--- src/inc/mac_pkg.sv ---
// Purpose: shared constants for the snooping multiply-accumulate pair
// Assumes: register bus carries word indices, memory bus carries 16-bit byte addresses
// Notes: result words have no reset value at all
package mac_pkg;
   // ----------------------------------------
   // Device register indices
   // ----------------------------------------
   localparam logic [3:0] IDX_CONTROL = 4'h0;
   localparam logic [3:0] IDX_BASE = 4'h1;
   localparam logic [3:0] IDX_MULT_LOW = 4'h2;
   localparam logic [3:0] IDX_MCAND_LOW = 4'h3;
   localparam logic [3:0] IDX_HOLD_A = 4'h4;
   localparam logic [3:0] IDX_HOLD_B = 4'h5;
   localparam logic [3:0] IDX_HOLD_C = 4'h6;
   localparam logic [3:0] IDX_DIRECT_MULT = 4'h7;
   localparam logic [3:0] IDX_DIRECT_MCAND = 4'h8;
   localparam logic [3:0] IDX_EXT = 4'h9;
   localparam logic [3:0] IDX_HIGH = 4'ha;
   localparam logic [3:0] IDX_LOW = 4'hb;
   // ----------------------------------------
   // Control field positions and values
   // ----------------------------------------
   localparam int BIT_ZERO_EN = 7;
   localparam int BIT_STEAL_EN = 6;
   localparam int BIT_SIGN = 2;
   localparam int BIT_PRODUCT = 1;
   localparam int BIT_ACCUM = 0;
   localparam logic [7:0] CONTROL_RESET = 8'h00;
   localparam logic [7:0] CONTROL_FIXED_ONES = 8'h38;
   localparam logic [7:0] CONTROL_WR_MASK = 8'hc7;
   localparam logic [15:0] WRITE_ONLY_READ = 16'hffff;
   localparam logic [15:0] SNOOP_STEP_B = 16'h0002;
   localparam logic [15:0] SNOOP_STEP_C = 16'h0004;
   // ----------------------------------------
   // Controller APB map (byte addresses)
   // ----------------------------------------
   localparam logic [7:0] APB_CMD = 8'h00;
   localparam logic [7:0] APB_WDATA = 8'h04;
   localparam logic [7:0] APB_STATUS = 8'h08;
   localparam logic [7:0] APB_RDATA = 8'h0c;
   localparam int CMD_MEM_BIT = 16;
   localparam int CMD_WRITE_BIT = 17;
endpackage

--- src/inc/mac_link_if.sv ---
// Purpose: connection between CPU-side controller and the multiply-accumulate unit
// Assumes: one clock, all signals synchronous to pclk
// Notes: reg_req is held until reg_ack; mem_valid is a one-cycle pulse
`timescale 1ns/1ps
`default_nettype none
interface mac_link_if;
   logic reg_req;
   logic reg_write;
   logic [3:0] reg_idx;
   logic [15:0] reg_wdata;
   logic [15:0] reg_rdata;
   logic reg_ack;
   logic mem_valid;
   logic mem_write;
   logic [15:0] mem_addr;
   logic [15:0] mem_data;
   modport device (input reg_req, reg_write, reg_idx, reg_wdata, mem_valid, mem_write,
      mem_addr, mem_data, output reg_rdata, reg_ack);
   modport host (output reg_req, reg_write, reg_idx, reg_wdata, mem_valid, mem_write,
      mem_addr, mem_data, input reg_rdata, reg_ack);
endinterface
`default_nettype wire

--- src/hw/mac_unit.sv ---
// Purpose: 16x16 multiplier with 42-bit signed and 32-bit saturating unsigned accumulate, direct and snooped operands
// Assumes: controller keeps register request until acknowledge
// Notes: result words hold their value across reset
`timescale 1ns/1ps
`default_nettype none
module mac_unit
   import mac_pkg::*;
(
   input wire logic pclk,
   input wire logic presetn,
   mac_link_if.device link
);
   import mac_pkg::*;

   // ----------------------------------------
   // Configuration and operand storage
   // ----------------------------------------
   logic [7:0] control;
   logic [7:0] base_upper;
   logic [7:0] mult_lower;
   logic [7:0] mcand_lower;
   logic [15:0] hold [3];
   logic [15:0] direct_mult;
   logic [15:0] result_extension_word;
   logic [15:0] result_high_word;
   logic [15:0] result_low_word;
   logic [15:0] rdata;
   logic ack;

   // Register access decode; one action per held request
   wire access = link.reg_req && !ack;
   wire wr = access && link.reg_write;
   wire wr_control = wr && (link.reg_idx == IDX_CONTROL);
   wire wr_base = wr && (link.reg_idx == IDX_BASE);
   wire wr_mult_low = wr && (link.reg_idx == IDX_MULT_LOW);
   wire wr_mcand_low = wr && (link.reg_idx == IDX_MCAND_LOW);
   wire wr_direct_mult = wr && (link.reg_idx == IDX_DIRECT_MULT);
   wire wr_direct_mcand = wr && (link.reg_idx == IDX_DIRECT_MCAND);
   wire wr_ext = wr && (link.reg_idx == IDX_EXT);
   wire wr_high = wr && (link.reg_idx == IDX_HIGH);
   wire wr_low = wr && (link.reg_idx == IDX_LOW);
   wire wr_result = wr_ext || wr_high || wr_low;
   wire zero_en = control[BIT_ZERO_EN];

   // ----------------------------------------
   // Snoop address compare
   // ----------------------------------------
   // Compare only; the CPU access itself is never held or changed
   wire steal_en = control[BIT_STEAL_EN];
   wire snoop = link.mem_valid && steal_en;
   wire [15:0] mult_addr = {base_upper, mult_lower};
   wire [15:0] mcand_addr = {base_upper, mcand_lower};
   wire [2:0] mult_hit;
   wire [2:0] mcand_hit;
   wire [15:0] step [3];
   assign step[0] = 16'h0000;
   assign step[1] = SNOOP_STEP_B;
   assign step[2] = SNOOP_STEP_C;

   // Per-register load paths: direct write and snoop capture
   genvar gi;
   generate
      for (gi = 0; gi < 3; gi = gi + 1)
      begin : g_hold
         assign mult_hit[gi] = snoop && (link.mem_addr == mult_addr + step[gi]);
         assign mcand_hit[gi] = snoop && (link.mem_addr == mcand_addr + step[gi]);
         wire direct_hit = wr && (link.reg_idx == IDX_HOLD_A + 4'(gi));
         // Direct write wins a same-cycle collision; both paths stay independent
         always_ff @(posedge pclk or negedge presetn)
         begin
            if (!presetn)
               hold[gi] <= 16'h0000;
            else if (direct_hit)
               hold[gi] <= link.reg_wdata;
            else if (mult_hit[gi])
               hold[gi] <= link.mem_data;
         end
      end
   endgenerate

   // ----------------------------------------
   // Operand selection and start
   // ----------------------------------------
   // Direct multiplicand port beats a snoop hit in the same cycle
   wire start_direct = wr_direct_mcand;
   wire start_snoop = |mcand_hit;
   wire mult_load = |mult_hit;
   wire start = start_direct || start_snoop;
   wire [15:0] snoop_mult = mcand_hit[0] ? hold[0] :
      (mcand_hit[1] ? hold[1] : hold[2]);
   wire [15:0] op_mult = start_direct ? direct_mult : snoop_mult;
   wire [15:0] op_mcand = start_direct ? link.reg_wdata : link.mem_data;

   // ----------------------------------------
   // Arithmetic
   // ----------------------------------------
   wire sign_sel = control[BIT_SIGN];
   wire product_sel = control[BIT_PRODUCT];
   wire accum_sel = control[BIT_ACCUM];
   wire [31:0] prod_u = op_mult * op_mcand;
   wire signed [31:0] prod_s = $signed(op_mult) * $signed(op_mcand);
   wire [41:0] prod42 = sign_sel ? {{10{prod_s[31]}}, prod_s} : {10'h000, prod_u};
   wire [41:0] acc42 = {result_extension_word[9:0], result_high_word, result_low_word};
   wire [41:0] sum42 = acc42 + prod42;
   wire [32:0] sum33 = {1'b0, result_high_word, result_low_word} + {1'b0, prod_u};
   wire sat_ovf = sum33[32];
   wire [31:0] sat32 = sat_ovf ? 32'hffffffff : sum33[31:0];
   wire do_product = start && product_sel && !accum_sel;
   wire do_accum = start && accum_sel && !product_sel;
   wire do_sat = do_accum && !sign_sel;
   wire do_wide = do_accum && sign_sel;

   // Next values of the result words; an operation outranks a software write
   logic [15:0] next_ext;
   logic [15:0] next_high;
   logic [15:0] next_low;
   always_comb
   begin
      next_ext = result_extension_word;
      next_high = result_high_word;
      next_low = result_low_word;
      if (do_product)
      begin
         next_ext = {{6{prod42[41]}}, prod42[41:32]};
         next_high = prod42[31:16];
         next_low = prod42[15:0];
      end
      else if (do_wide)
      begin
         next_ext = {{6{sum42[41]}}, sum42[41:32]};
         next_high = sum42[31:16];
         next_low = sum42[15:0];
      end
      else if (do_sat)
      begin
         // Overflow flag is sticky until software, a product or a signed accumulate rewrites the extension word
         next_ext = {result_extension_word[15:1], result_extension_word[0] | sat_ovf};
         next_high = sat32[31:16];
         next_low = sat32[15:0];
      end
      else if (wr_result && zero_en)
      begin
         next_ext = 16'h0000;
         next_high = 16'h0000;
         next_low = 16'h0000;
      end
      else
      begin
         if (wr_ext)
            next_ext = link.reg_wdata;
         if (wr_high)
            next_high = link.reg_wdata;
         if (wr_low)
            next_low = link.reg_wdata;
      end
   end

   // Result words carry no reset so a reset keeps accumulated work
   always_ff @(posedge pclk)
   begin
      result_extension_word <= next_ext;
      result_high_word <= next_high;
      result_low_word <= next_low;
   end

   // ----------------------------------------
   // Control, address and direct multiplier registers
   // ----------------------------------------
   always_ff @(posedge pclk or negedge presetn)
   begin
      if (!presetn)
      begin
         control <= CONTROL_RESET;
         base_upper <= 8'h00;
         mult_lower <= 8'h00;
         mcand_lower <= 8'h00;
         direct_mult <= 16'h0000;
      end
      else
      begin
         if (wr_control)
            control <= link.reg_wdata[7:0] & CONTROL_WR_MASK;
         if (wr_base)
            base_upper <= link.reg_wdata[7:0];
         if (wr_mult_low)
            mult_lower <= link.reg_wdata[7:0];
         if (wr_mcand_low)
            mcand_lower <= link.reg_wdata[7:0];
         // A snooped multiplier also feeds the direct path for the next start
         if (wr_direct_mult)
            direct_mult <= link.reg_wdata;
         else if (mult_load)
            direct_mult <= link.mem_data;
      end
   end

   // ----------------------------------------
   // Read-back and acknowledge
   // ----------------------------------------
   logic [15:0] read_mux;
   always_comb
   begin
      case (link.reg_idx)
         IDX_CONTROL: read_mux = {8'h00, control | CONTROL_FIXED_ONES};
         IDX_BASE: read_mux = {8'h00, base_upper};
         IDX_MULT_LOW: read_mux = {8'h00, mult_lower};
         IDX_MCAND_LOW: read_mux = {8'h00, mcand_lower};
         IDX_HOLD_A: read_mux = hold[0];
         IDX_HOLD_B: read_mux = hold[1];
         IDX_HOLD_C: read_mux = hold[2];
         IDX_DIRECT_MULT: read_mux = WRITE_ONLY_READ;
         IDX_DIRECT_MCAND: read_mux = WRITE_ONLY_READ;
         IDX_EXT: read_mux = result_extension_word;
         IDX_HIGH: read_mux = result_high_word;
         IDX_LOW: read_mux = result_low_word;
         default: read_mux = 16'h0000;
      endcase
   end

   // Answer one cycle after the request, data from a flop; reads never clear
   always_ff @(posedge pclk or negedge presetn)
   begin
      if (!presetn)
      begin
         ack <= 1'b0;
         rdata <= 16'h0000;
      end
      else
      begin
         ack <= access;
         if (access && !link.reg_write)
            rdata <= read_mux;
      end
   end

   assign link.reg_ack = ack;
   assign link.reg_rdata = rdata;
endmodule
`default_nettype wire

--- src/flat_wrapper.sv ---
// flat-port wrapper written by rule: the top's interface ports become plain ports
module mac_unit_flat import mac_pkg::*;
  (pclk, presetn, link_reg_req, link_reg_write, link_reg_idx, link_reg_wdata, link_mem_valid, link_mem_write, link_mem_addr, link_mem_data, link_reg_rdata, link_reg_ack);
  mac_link_if link_i ();
  input wire logic pclk;
  input wire logic presetn;
  input wire logic [$bits(link_i.reg_req)-1:0] link_reg_req;
  input wire logic [$bits(link_i.reg_write)-1:0] link_reg_write;
  input wire logic [$bits(link_i.reg_idx)-1:0] link_reg_idx;
  input wire logic [$bits(link_i.reg_wdata)-1:0] link_reg_wdata;
  input wire logic [$bits(link_i.mem_valid)-1:0] link_mem_valid;
  input wire logic [$bits(link_i.mem_write)-1:0] link_mem_write;
  input wire logic [$bits(link_i.mem_addr)-1:0] link_mem_addr;
  input wire logic [$bits(link_i.mem_data)-1:0] link_mem_data;
  output wire logic [$bits(link_i.reg_rdata)-1:0] link_reg_rdata;
  output wire logic [$bits(link_i.reg_ack)-1:0] link_reg_ack;
  assign link_i.reg_req = link_reg_req;
  assign link_i.reg_write = link_reg_write;
  assign link_i.reg_idx = link_reg_idx;
  assign link_i.reg_wdata = link_reg_wdata;
  assign link_i.mem_valid = link_mem_valid;
  assign link_i.mem_write = link_mem_write;
  assign link_i.mem_addr = link_mem_addr;
  assign link_i.mem_data = link_mem_data;
  assign link_reg_rdata = link_i.reg_rdata;
  assign link_reg_ack = link_i.reg_ack;
  mac_unit u_core (.pclk(pclk), .presetn(presetn), .link(link_i));
endmodule
--- config.mk ---
export PLATFORM = sky130hd
export DESIGN_NAME = mac_unit_flat
export DESIGN_NICKNAME = d
export VERILOG_FILES = /design/src/inc/mac_pkg.sv /design/src/inc/mac_link_if.sv /design/src/hw/mac_unit.sv /design/src/flat_wrapper.sv
export SDC_FILE = /design/constraint.sdc
export NUM_CORES = 2
export LEC_CHECK = 0
export ABC_AREA = 1
export BUFFER_PORTS_ARGS = -buffer_cell sky130_fd_sc_hd__buf_2
export CORE_MARGIN = 5
export CORE_UTILIZATION = 39
export CTS_BUF_LIST = sky130_fd_sc_hd__clkbuf_4
export DETAILED_ROUTE_END_ITERATION = 10
export PLACE_DENSITY = 0.54
export SLEW_MARGIN = 20
export SYNTH_ARGS = -nofsm -noshare
export SYNTH_HDL_FRONTEND = slang
export SYNTH_SLANG_ARGS = --single-unit
export TNS_END_PERCENT = 5
--- constraint.sdc ---
create_clock -name pclk -period 9.9 [get_ports pclk]
set_input_delay 1.485 -clock pclk [delete_from_list [all_inputs] [get_ports pclk]]
set_output_delay 1.485 -clock pclk [all_outputs]
set_load 0.05 [all_outputs]
---- Yosys cells after proc, flatten, opt, wreduce, memory -nomap -nowiden ----
Cells that the tools add are included.
operators by class
  $add $sub $neg .......................... 6
  multiply operators ...................... 2
  divide/modulo/power cells ............... 0
  magnitude comparators ................... 0
  eq/ne operators ......................... 18
  shifts and indexed selects .............. 0
  muxes and demuxes ....................... 30
  bitwise logic cells ..................... 1
  reduce and logical (&&, ||, !) cells .... 50
operators by type and width
  cell                   number
  $mux 16                27
  $pmux 16 s11           1
  $eq 16x16->1           6
  $mul 16x16->32         2
  $add 42x42->42         1
  $mux 42                1
  $add 32x32->33         1
  $add 16x2->16 const B  2
  $add 16x3->16 const B  2
  $mux 32                1
  $logic_and 1x1->1      29
  $eq 4x3->1 const B     4
  $eq 4x4->1 const B     4
  $reduce_bool 5->1      3
  $eq 4x2->1 const B     2
  $reduce_bool 2->1      4
  $reduce_or 3->1        2
  $logic_not 1->1        5
  $eq 4x1->1 const B     1
  $logic_not 4->1        1
  $reduce_bool 4->1      1
  $logic_or 1x1->1       3
  $ne 3x2->1 const B     1
  $reduce_and 2->1       1
  2 further kinds        2
storage, ports and cells
  bits in registers ....................... 158
  latch bits .............................. 0
  memory bits (writable) .................. 0
  bits in read-only memories .............. 0
  input port bits ......................... 58
  memories ................................ 0

---- Depth between registers and ports, before layout ----
  depth in word-level cells ............... 12
  mapped depth ............................ 63
  gate-level depth less buffers ........... 62

---- Worst setup path before layout ----
Ideal clock, no wire load.
  kind .................................... input port to flip-flop
  from .................................... input port link_mem_addr[2]
  to ...................................... register u_core.result_extension_word[15] (data pin)
  library setup time ...................... 0.262 ns
  arrival ................................. 9.486 ns
  data required time ...................... 9.638 ns
  slack ................................... 0.151 ns
  stages on the path ...................... 45
  buffers on the path ..................... 3
  cells stage by stage .................... clkbuf_1 -> xnor2_1 -> nand2_1 -> nor2_1 -> nand3_1 -> nor2_2 -> nand2_2 -> buf_4 -> o211ai_2 -> nand2_1 -> buf_4 -> nor2_2 -> inv_1 -> fa_1 -> inv_1 -> fa_1 -> fa_1 -> fa_1 -> [9 not listed] -> nand2_1 -> nand3_1 -> nor2_1 -> nor2_1 -> inv_1 -> nand2_1 -> ha_1 -> nand2_1 -> nor3_1 -> nand2_1 -> nor2_1 -> nand3_1 -> nand4_1 -> nand2_1 -> inv_1 -> nand2_1 -> nand3_2 -> a21oi_1
on the way
  word-level cells in the longest chain between the ends .. 10
  elaborated cells between the ends (all ways) .. 22
ends and longest elaborated chain
  what                               line                              text
  start: declaration                 flat_wrapper.sv:13                input wire logic [$bits(link_i.mem_addr)-1:0] link_mem_addr;
  $eq 16x16->1                       mac_unit.sv:66                    assign mcand_hit[gi] = snoop && (link.mem_addr == mcand_addr + step[gi]);
  $logic_and 1x1->1                  mac_unit.sv:66
  $mux 16                            mac_unit.sv:90                    (mcand_hit[1] ? hold[1] : hold[2]);
  $mux 16                            mac_unit.sv:89                    wire [15:0] snoop_mult = mcand_hit[0] ? hold[0] :
  $mux 16                            mac_unit.sv:91                    wire [15:0] op_mult = start_direct ? direct_mult : snoop_mult;
  $mul 16x16->32 (on tied branches)  mac_unit.sv:100, mac_unit.sv:101
  $mux 42                            mac_unit.sv:102                   wire [41:0] prod42 = sign_sel ? {{10{prod_s[31]}}, prod_s} : {10'h000, prod_u};
  $add 42x42->42                     mac_unit.sv:104                   wire [41:0] sum42 = acc42 + prod42;
  $mux 16                            mac_unit.sv:128                   else if (do_wide)
  $mux 16 (*)                        mac_unit.sv:122                   if (do_product)
  via u_core.next_ext[15]            mac_unit.sv:114                   logic [15:0] next_ext;
  end signal: assignment             mac_unit.sv:161                   result_extension_word <= next_ext;
  end: declaration                   mac_unit.sv:24                    logic [15:0] result_extension_word;
Mark *: on every way through the listed nets, which the timed path passes. The rest lies on a longest branch.
A chain may end at the register's enable or synchronous reset.

---- Final worst setup path ----
  from .................................... input port link_mem_addr[12]
  to ...................................... register u_core.result_high_word[8] (data pin)
on the way
  word-level cells in the longest chain between the ends .. 11
  elaborated cells between the ends (all ways) .. 26
ends and longest elaborated chain
  what                     line             text
  $eq 16x16->1             mac_unit.sv:66
  $logic_and 1x1->1        mac_unit.sv:66
  $mux 16                  mac_unit.sv:90
  $mux 16                  mac_unit.sv:89
  $mux 16                  mac_unit.sv:91
  $mul 16x16->32           mac_unit.sv:100  wire [31:0] prod_u = op_mult * op_mcand;
  $add 32x32->33           mac_unit.sv:105  wire [32:0] sum33 = {1'b0, result_high_word, result_low_word} + {1'b0, prod_u};
  $mux 32                  mac_unit.sv:107  wire [31:0] sat32 = sat_ovf ? 32'hffffffff : sum33[31:0];
  $mux 16                  mac_unit.sv:134  else if (do_sat)
  $mux 16                  mac_unit.sv:128
  $mux 16 (*)              mac_unit.sv:122
  via u_core.next_high[8]  mac_unit.sv:115  logic [15:0] next_high;
  end signal: assignment   mac_unit.sv:162  result_high_word <= next_high;
  end: declaration         mac_unit.sv:25   logic [15:0] result_high_word;
Marks and branches as above.

==> reports/results.ini <==
[status]
run_status=finished, violations left
violated_checks=setup timing

[setup_path]
timing.rr.end=u_core.result_high_word[8]$_DFFE_PP_
path_depth=54
timing.critical_path.required_ns=10.30
setup.worst_path.start_class=primary input
critical-path-max-stage-delay_ns=0.58
timing.critical_path.arrival_ns=10.39
timing.reg2reg.setup_slack_ns=0.06
worst-setup-path-type=in -> reg
crit_path_top_delay_cell=fa_1
regToRegStartpoint=u_core.mcand_lower[2]$_DFFE_PN0P_
critPathMostFrequentCell=inv_1
critPathMaxFanout=12
crit_family=adder cells
worst-path-buf-inv=16
rr_worst_depth=55
setup.worst_path.end_class=flop

[floorplanning]
core_region_area_sq_um=78610
floorplan.die.height_microns=290.9
boundary_pins=75
floorplan.initialDensity_pct=39.15
fp.dieW_microns=290.9
die_area_sq_um=84640
fp-row-count=103

[yosys]
post_synth.cell_area_avg_sq_um=7.011
synth-edff-count=48
synth_flop_cell=dfrtp_1
synth_sequential_area_ratio_pct=13.63
post_synth_instance_area_sq_um=30780
syn_nets=5049
synthCells=4390
synth_async_sr_flop_share_pct=69.62
post_synth_num_cell_types=52
ys_ff_latch=158
synth-warning-count=0

[worst_hold_path]
worstHoldPathType=reg -> reg
whs_path_depth=1
worstHoldStart=u_core.link.reg_ack$_DFF_PN0_
holdPathEnd=u_core.link.reg_ack$_DFF_PN0_

[clock_network]
cts_tree=built
htreeDepth=4
ctsLongestPathBuffers=2
clock_latency_of_the_later_clocked_register_in_the_worst_skew_pair_ns=0.66
cts_hold_repair.buffers=0
clkSlewWorstSetupHoldPaths_ns=0.14
numClockSinks=158
cts_root_buf=clkbuf_4
cts_made_buffers=17

[grt]
grt_antenna_before_repair=8
grt_start_max_net_pins=70
grt_use_total_pct=28.81
globalRoute.totalOverflow=0
grt_first_pass_wirelength_microns=189100
number_of_global_route_vias_before_repair=31591

[placed_design]
post-dp-hpwl_microns=106800
place.gp.congestion=0.9757
dpl_worst_slack_ns=-1.230
numPortBuffers=73
place_area_sq_um=38480

[timing]
fmax_ghz=0.1001
finClkSkew_ns=0.04495
timing.setup.tns_ns=-0.6992
final.period_utilization_pct=100.9
worst-slew-pin-transition_ns=1.025
setup_viol_count_final=18
slew_viol_final=0
finalWorstSetupSlack_ns=-0.08808
timing.slew.headroom_pct=31.67
hold_slack_ns=0.5068
timing.final.crit_period_ns=9.988
timing_hold_violations_final=0
grt_setup_unrepaired=yes

[route]
drt-total-wl_microns=123200
wl_per_cell_microns=19.64
drtAntennaViolNets=0
routed-via-count=31840
detail_route.iter0.violations=3026
drc_errors=0
dr.pass1.iters=6
routed_via_density=5.076

[cells_and_area]
leading_cell_types_in_the_layout_fill_and_taps_excluded=956 x nand2_1, 855 x inv_1, 805 x buf_4
multiInputGateArea_sq_um=23230
ff_latch_area_sq_um=4194
areaGrowthSynthToFinish_pct=27.59
filler_cell_count=8089
final_net_count=5865
design_area_sq_um=39270
most_common_library_cell_in_the_layout_ignoring_fill_and_taps=nand2_1
layout-drive-gt1-share_pct=21.90

[job]
timing.max_cap.violations=0

-- worst max path at each step --
stage | start | endpoint | slack (ns)
6_report | link_mem_addr[12] | u_core.result_high_word[8]$_DFFE_PP_ | -0.09
5_1_grt | link_mem_addr[4] | u_core.result_extension_word[5]$_DFFE_PP_ | -0.71
4_1_cts | link_mem_addr[7] | u_core.result_high_word[14]$_DFFE_PP_ | -0.02
3_5_place_dp | link_mem_addr[9] | u_core.result_high_word[15]$_DFFE_PP_ | -1.23
3_3_place_gp | link_mem_addr[6] | u_core.result_high_word[15]$_DFFE_PP_ | -1.16
2_1_floorplan | link_mem_addr[2] | u_core.result_extension_word[15]$_DFFE_PP_ | 0.15
-- synthesized netlist by cell type, types with 7 or more instances --
master / number / area (sq um)
clkinv_1: 8 / 30.03
mux2_2: 14 / 157.7
nor3_1: 37 / 185.2
a31oi_1: 18 / 112.6
clkbuf_1: 62 / 232.7
fa_1: 364 / 7287
dfrtp_1: 110 / 2753
a21oi_1: 243 / 1216
ha_1: 237 / 2965
o211ai_1: 11 / 82.58
or2_2: 29 / 181.4
inv_1: 861 / 3232
xnor2_1: 38 / 332.8
o22ai_1: 14 / 87.58
a21boi_0: 8 / 60.06
edfxtp_1: 48 / 1441
nor2_1: 460 / 1727
o21ai_1: 9 / 45.04
a21o_1: 20 / 150.1
o21bai_1: 20 / 150.1
o21ai_0: 260 / 1301
a221oi_1: 22 / 192.7
a21oi_2: 7 / 61.31
buf_4: 10 / 75.07
nand3_1: 246 / 1231
nand3b_1: 7 / 52.55
xor2_1: 67 / 586.8
inv_2: 15 / 56.30
buf_2: 32 / 160.2
nand4_1: 47 / 294.0
nor2_2: 16 / 100.1
nor4_1: 10 / 62.56
nand2_1: 978 / 3671
o21a_1: 11 / 82.58
-- cell families (layout without fill, tap and decap cells) --
group / after synthesis / count (layout) / synth area share [%]
AO/OA/AOI/OAI: 658 / 658 / 11.93
XOR/XNOR: 107 / 107 / 3.093
adder cells (fa/ha/maj): 601 / 601 / 33.31
buffers and inverters: 994 / 1822 / 12.40
flip-flops: 158 / 158 / 13.63
multiplexers: 14 / 14 / 0.5122
other: 0 / 5 / 0
AND/OR/NAND/NOR: 1858 / 1858 / 25.13
-- registers in the layout (all words and copies together), names as in the netlist, 5 cells and up --
name	flops
u_core.mult_lower	8
u_core.link.reg_rdata	16
u_core.result_high_word	16
u_core.direct_mult	16
u_core.control	5
u_core.mcand_lower	8
u_core.result_extension_word	16
u_core.base_upper	8
u_core.result_low_word	16
u_core.hold	48
-- what timing repair did --
action	in CTS	in global routing
resized for setup	99	46
buffers inserted	6	0
endpoints found under the setup margin	44	48
gates cloned	0	0
pin swaps	13	6
-- per-stage QoR --
stage	utilization, %	std cells
final	49.96	6273
after global routing	49.95	6271
after CTS	49.71	6268
after detailed placement	48.95	6231
after global placement	48.95	6231
after floorplan	-	4390
-- area by class of cell --
type | count | area share (%)
multi-input cells | 3238 | 59.16
repair buffers | 906 | 17.67
flip-flops and latches | 158 | 10.68
inverters | 885 | 8.494
well taps | 1050 | 3.345
clock buffers | 20 | 0.3823
clock inverters | 11 | 0.2326
diodes | 5 | 0.03186
-- layer usage --
metal | vias to the layer above | track usage, % | part of all wire (%)
li1 | 15403 | - | -
met1 | 15161 | 42.28 | 46
met2 | 1098 | 43.86 | 42
met3 | 174 | 5.875 | 8.3
met4 | 4 | 6.879 | 2.9
met5 | - | 0 | 0.024
Power is not shown: default switching activity piles up to over one toggle a cycle in this logic, so the estimate is an artifact.
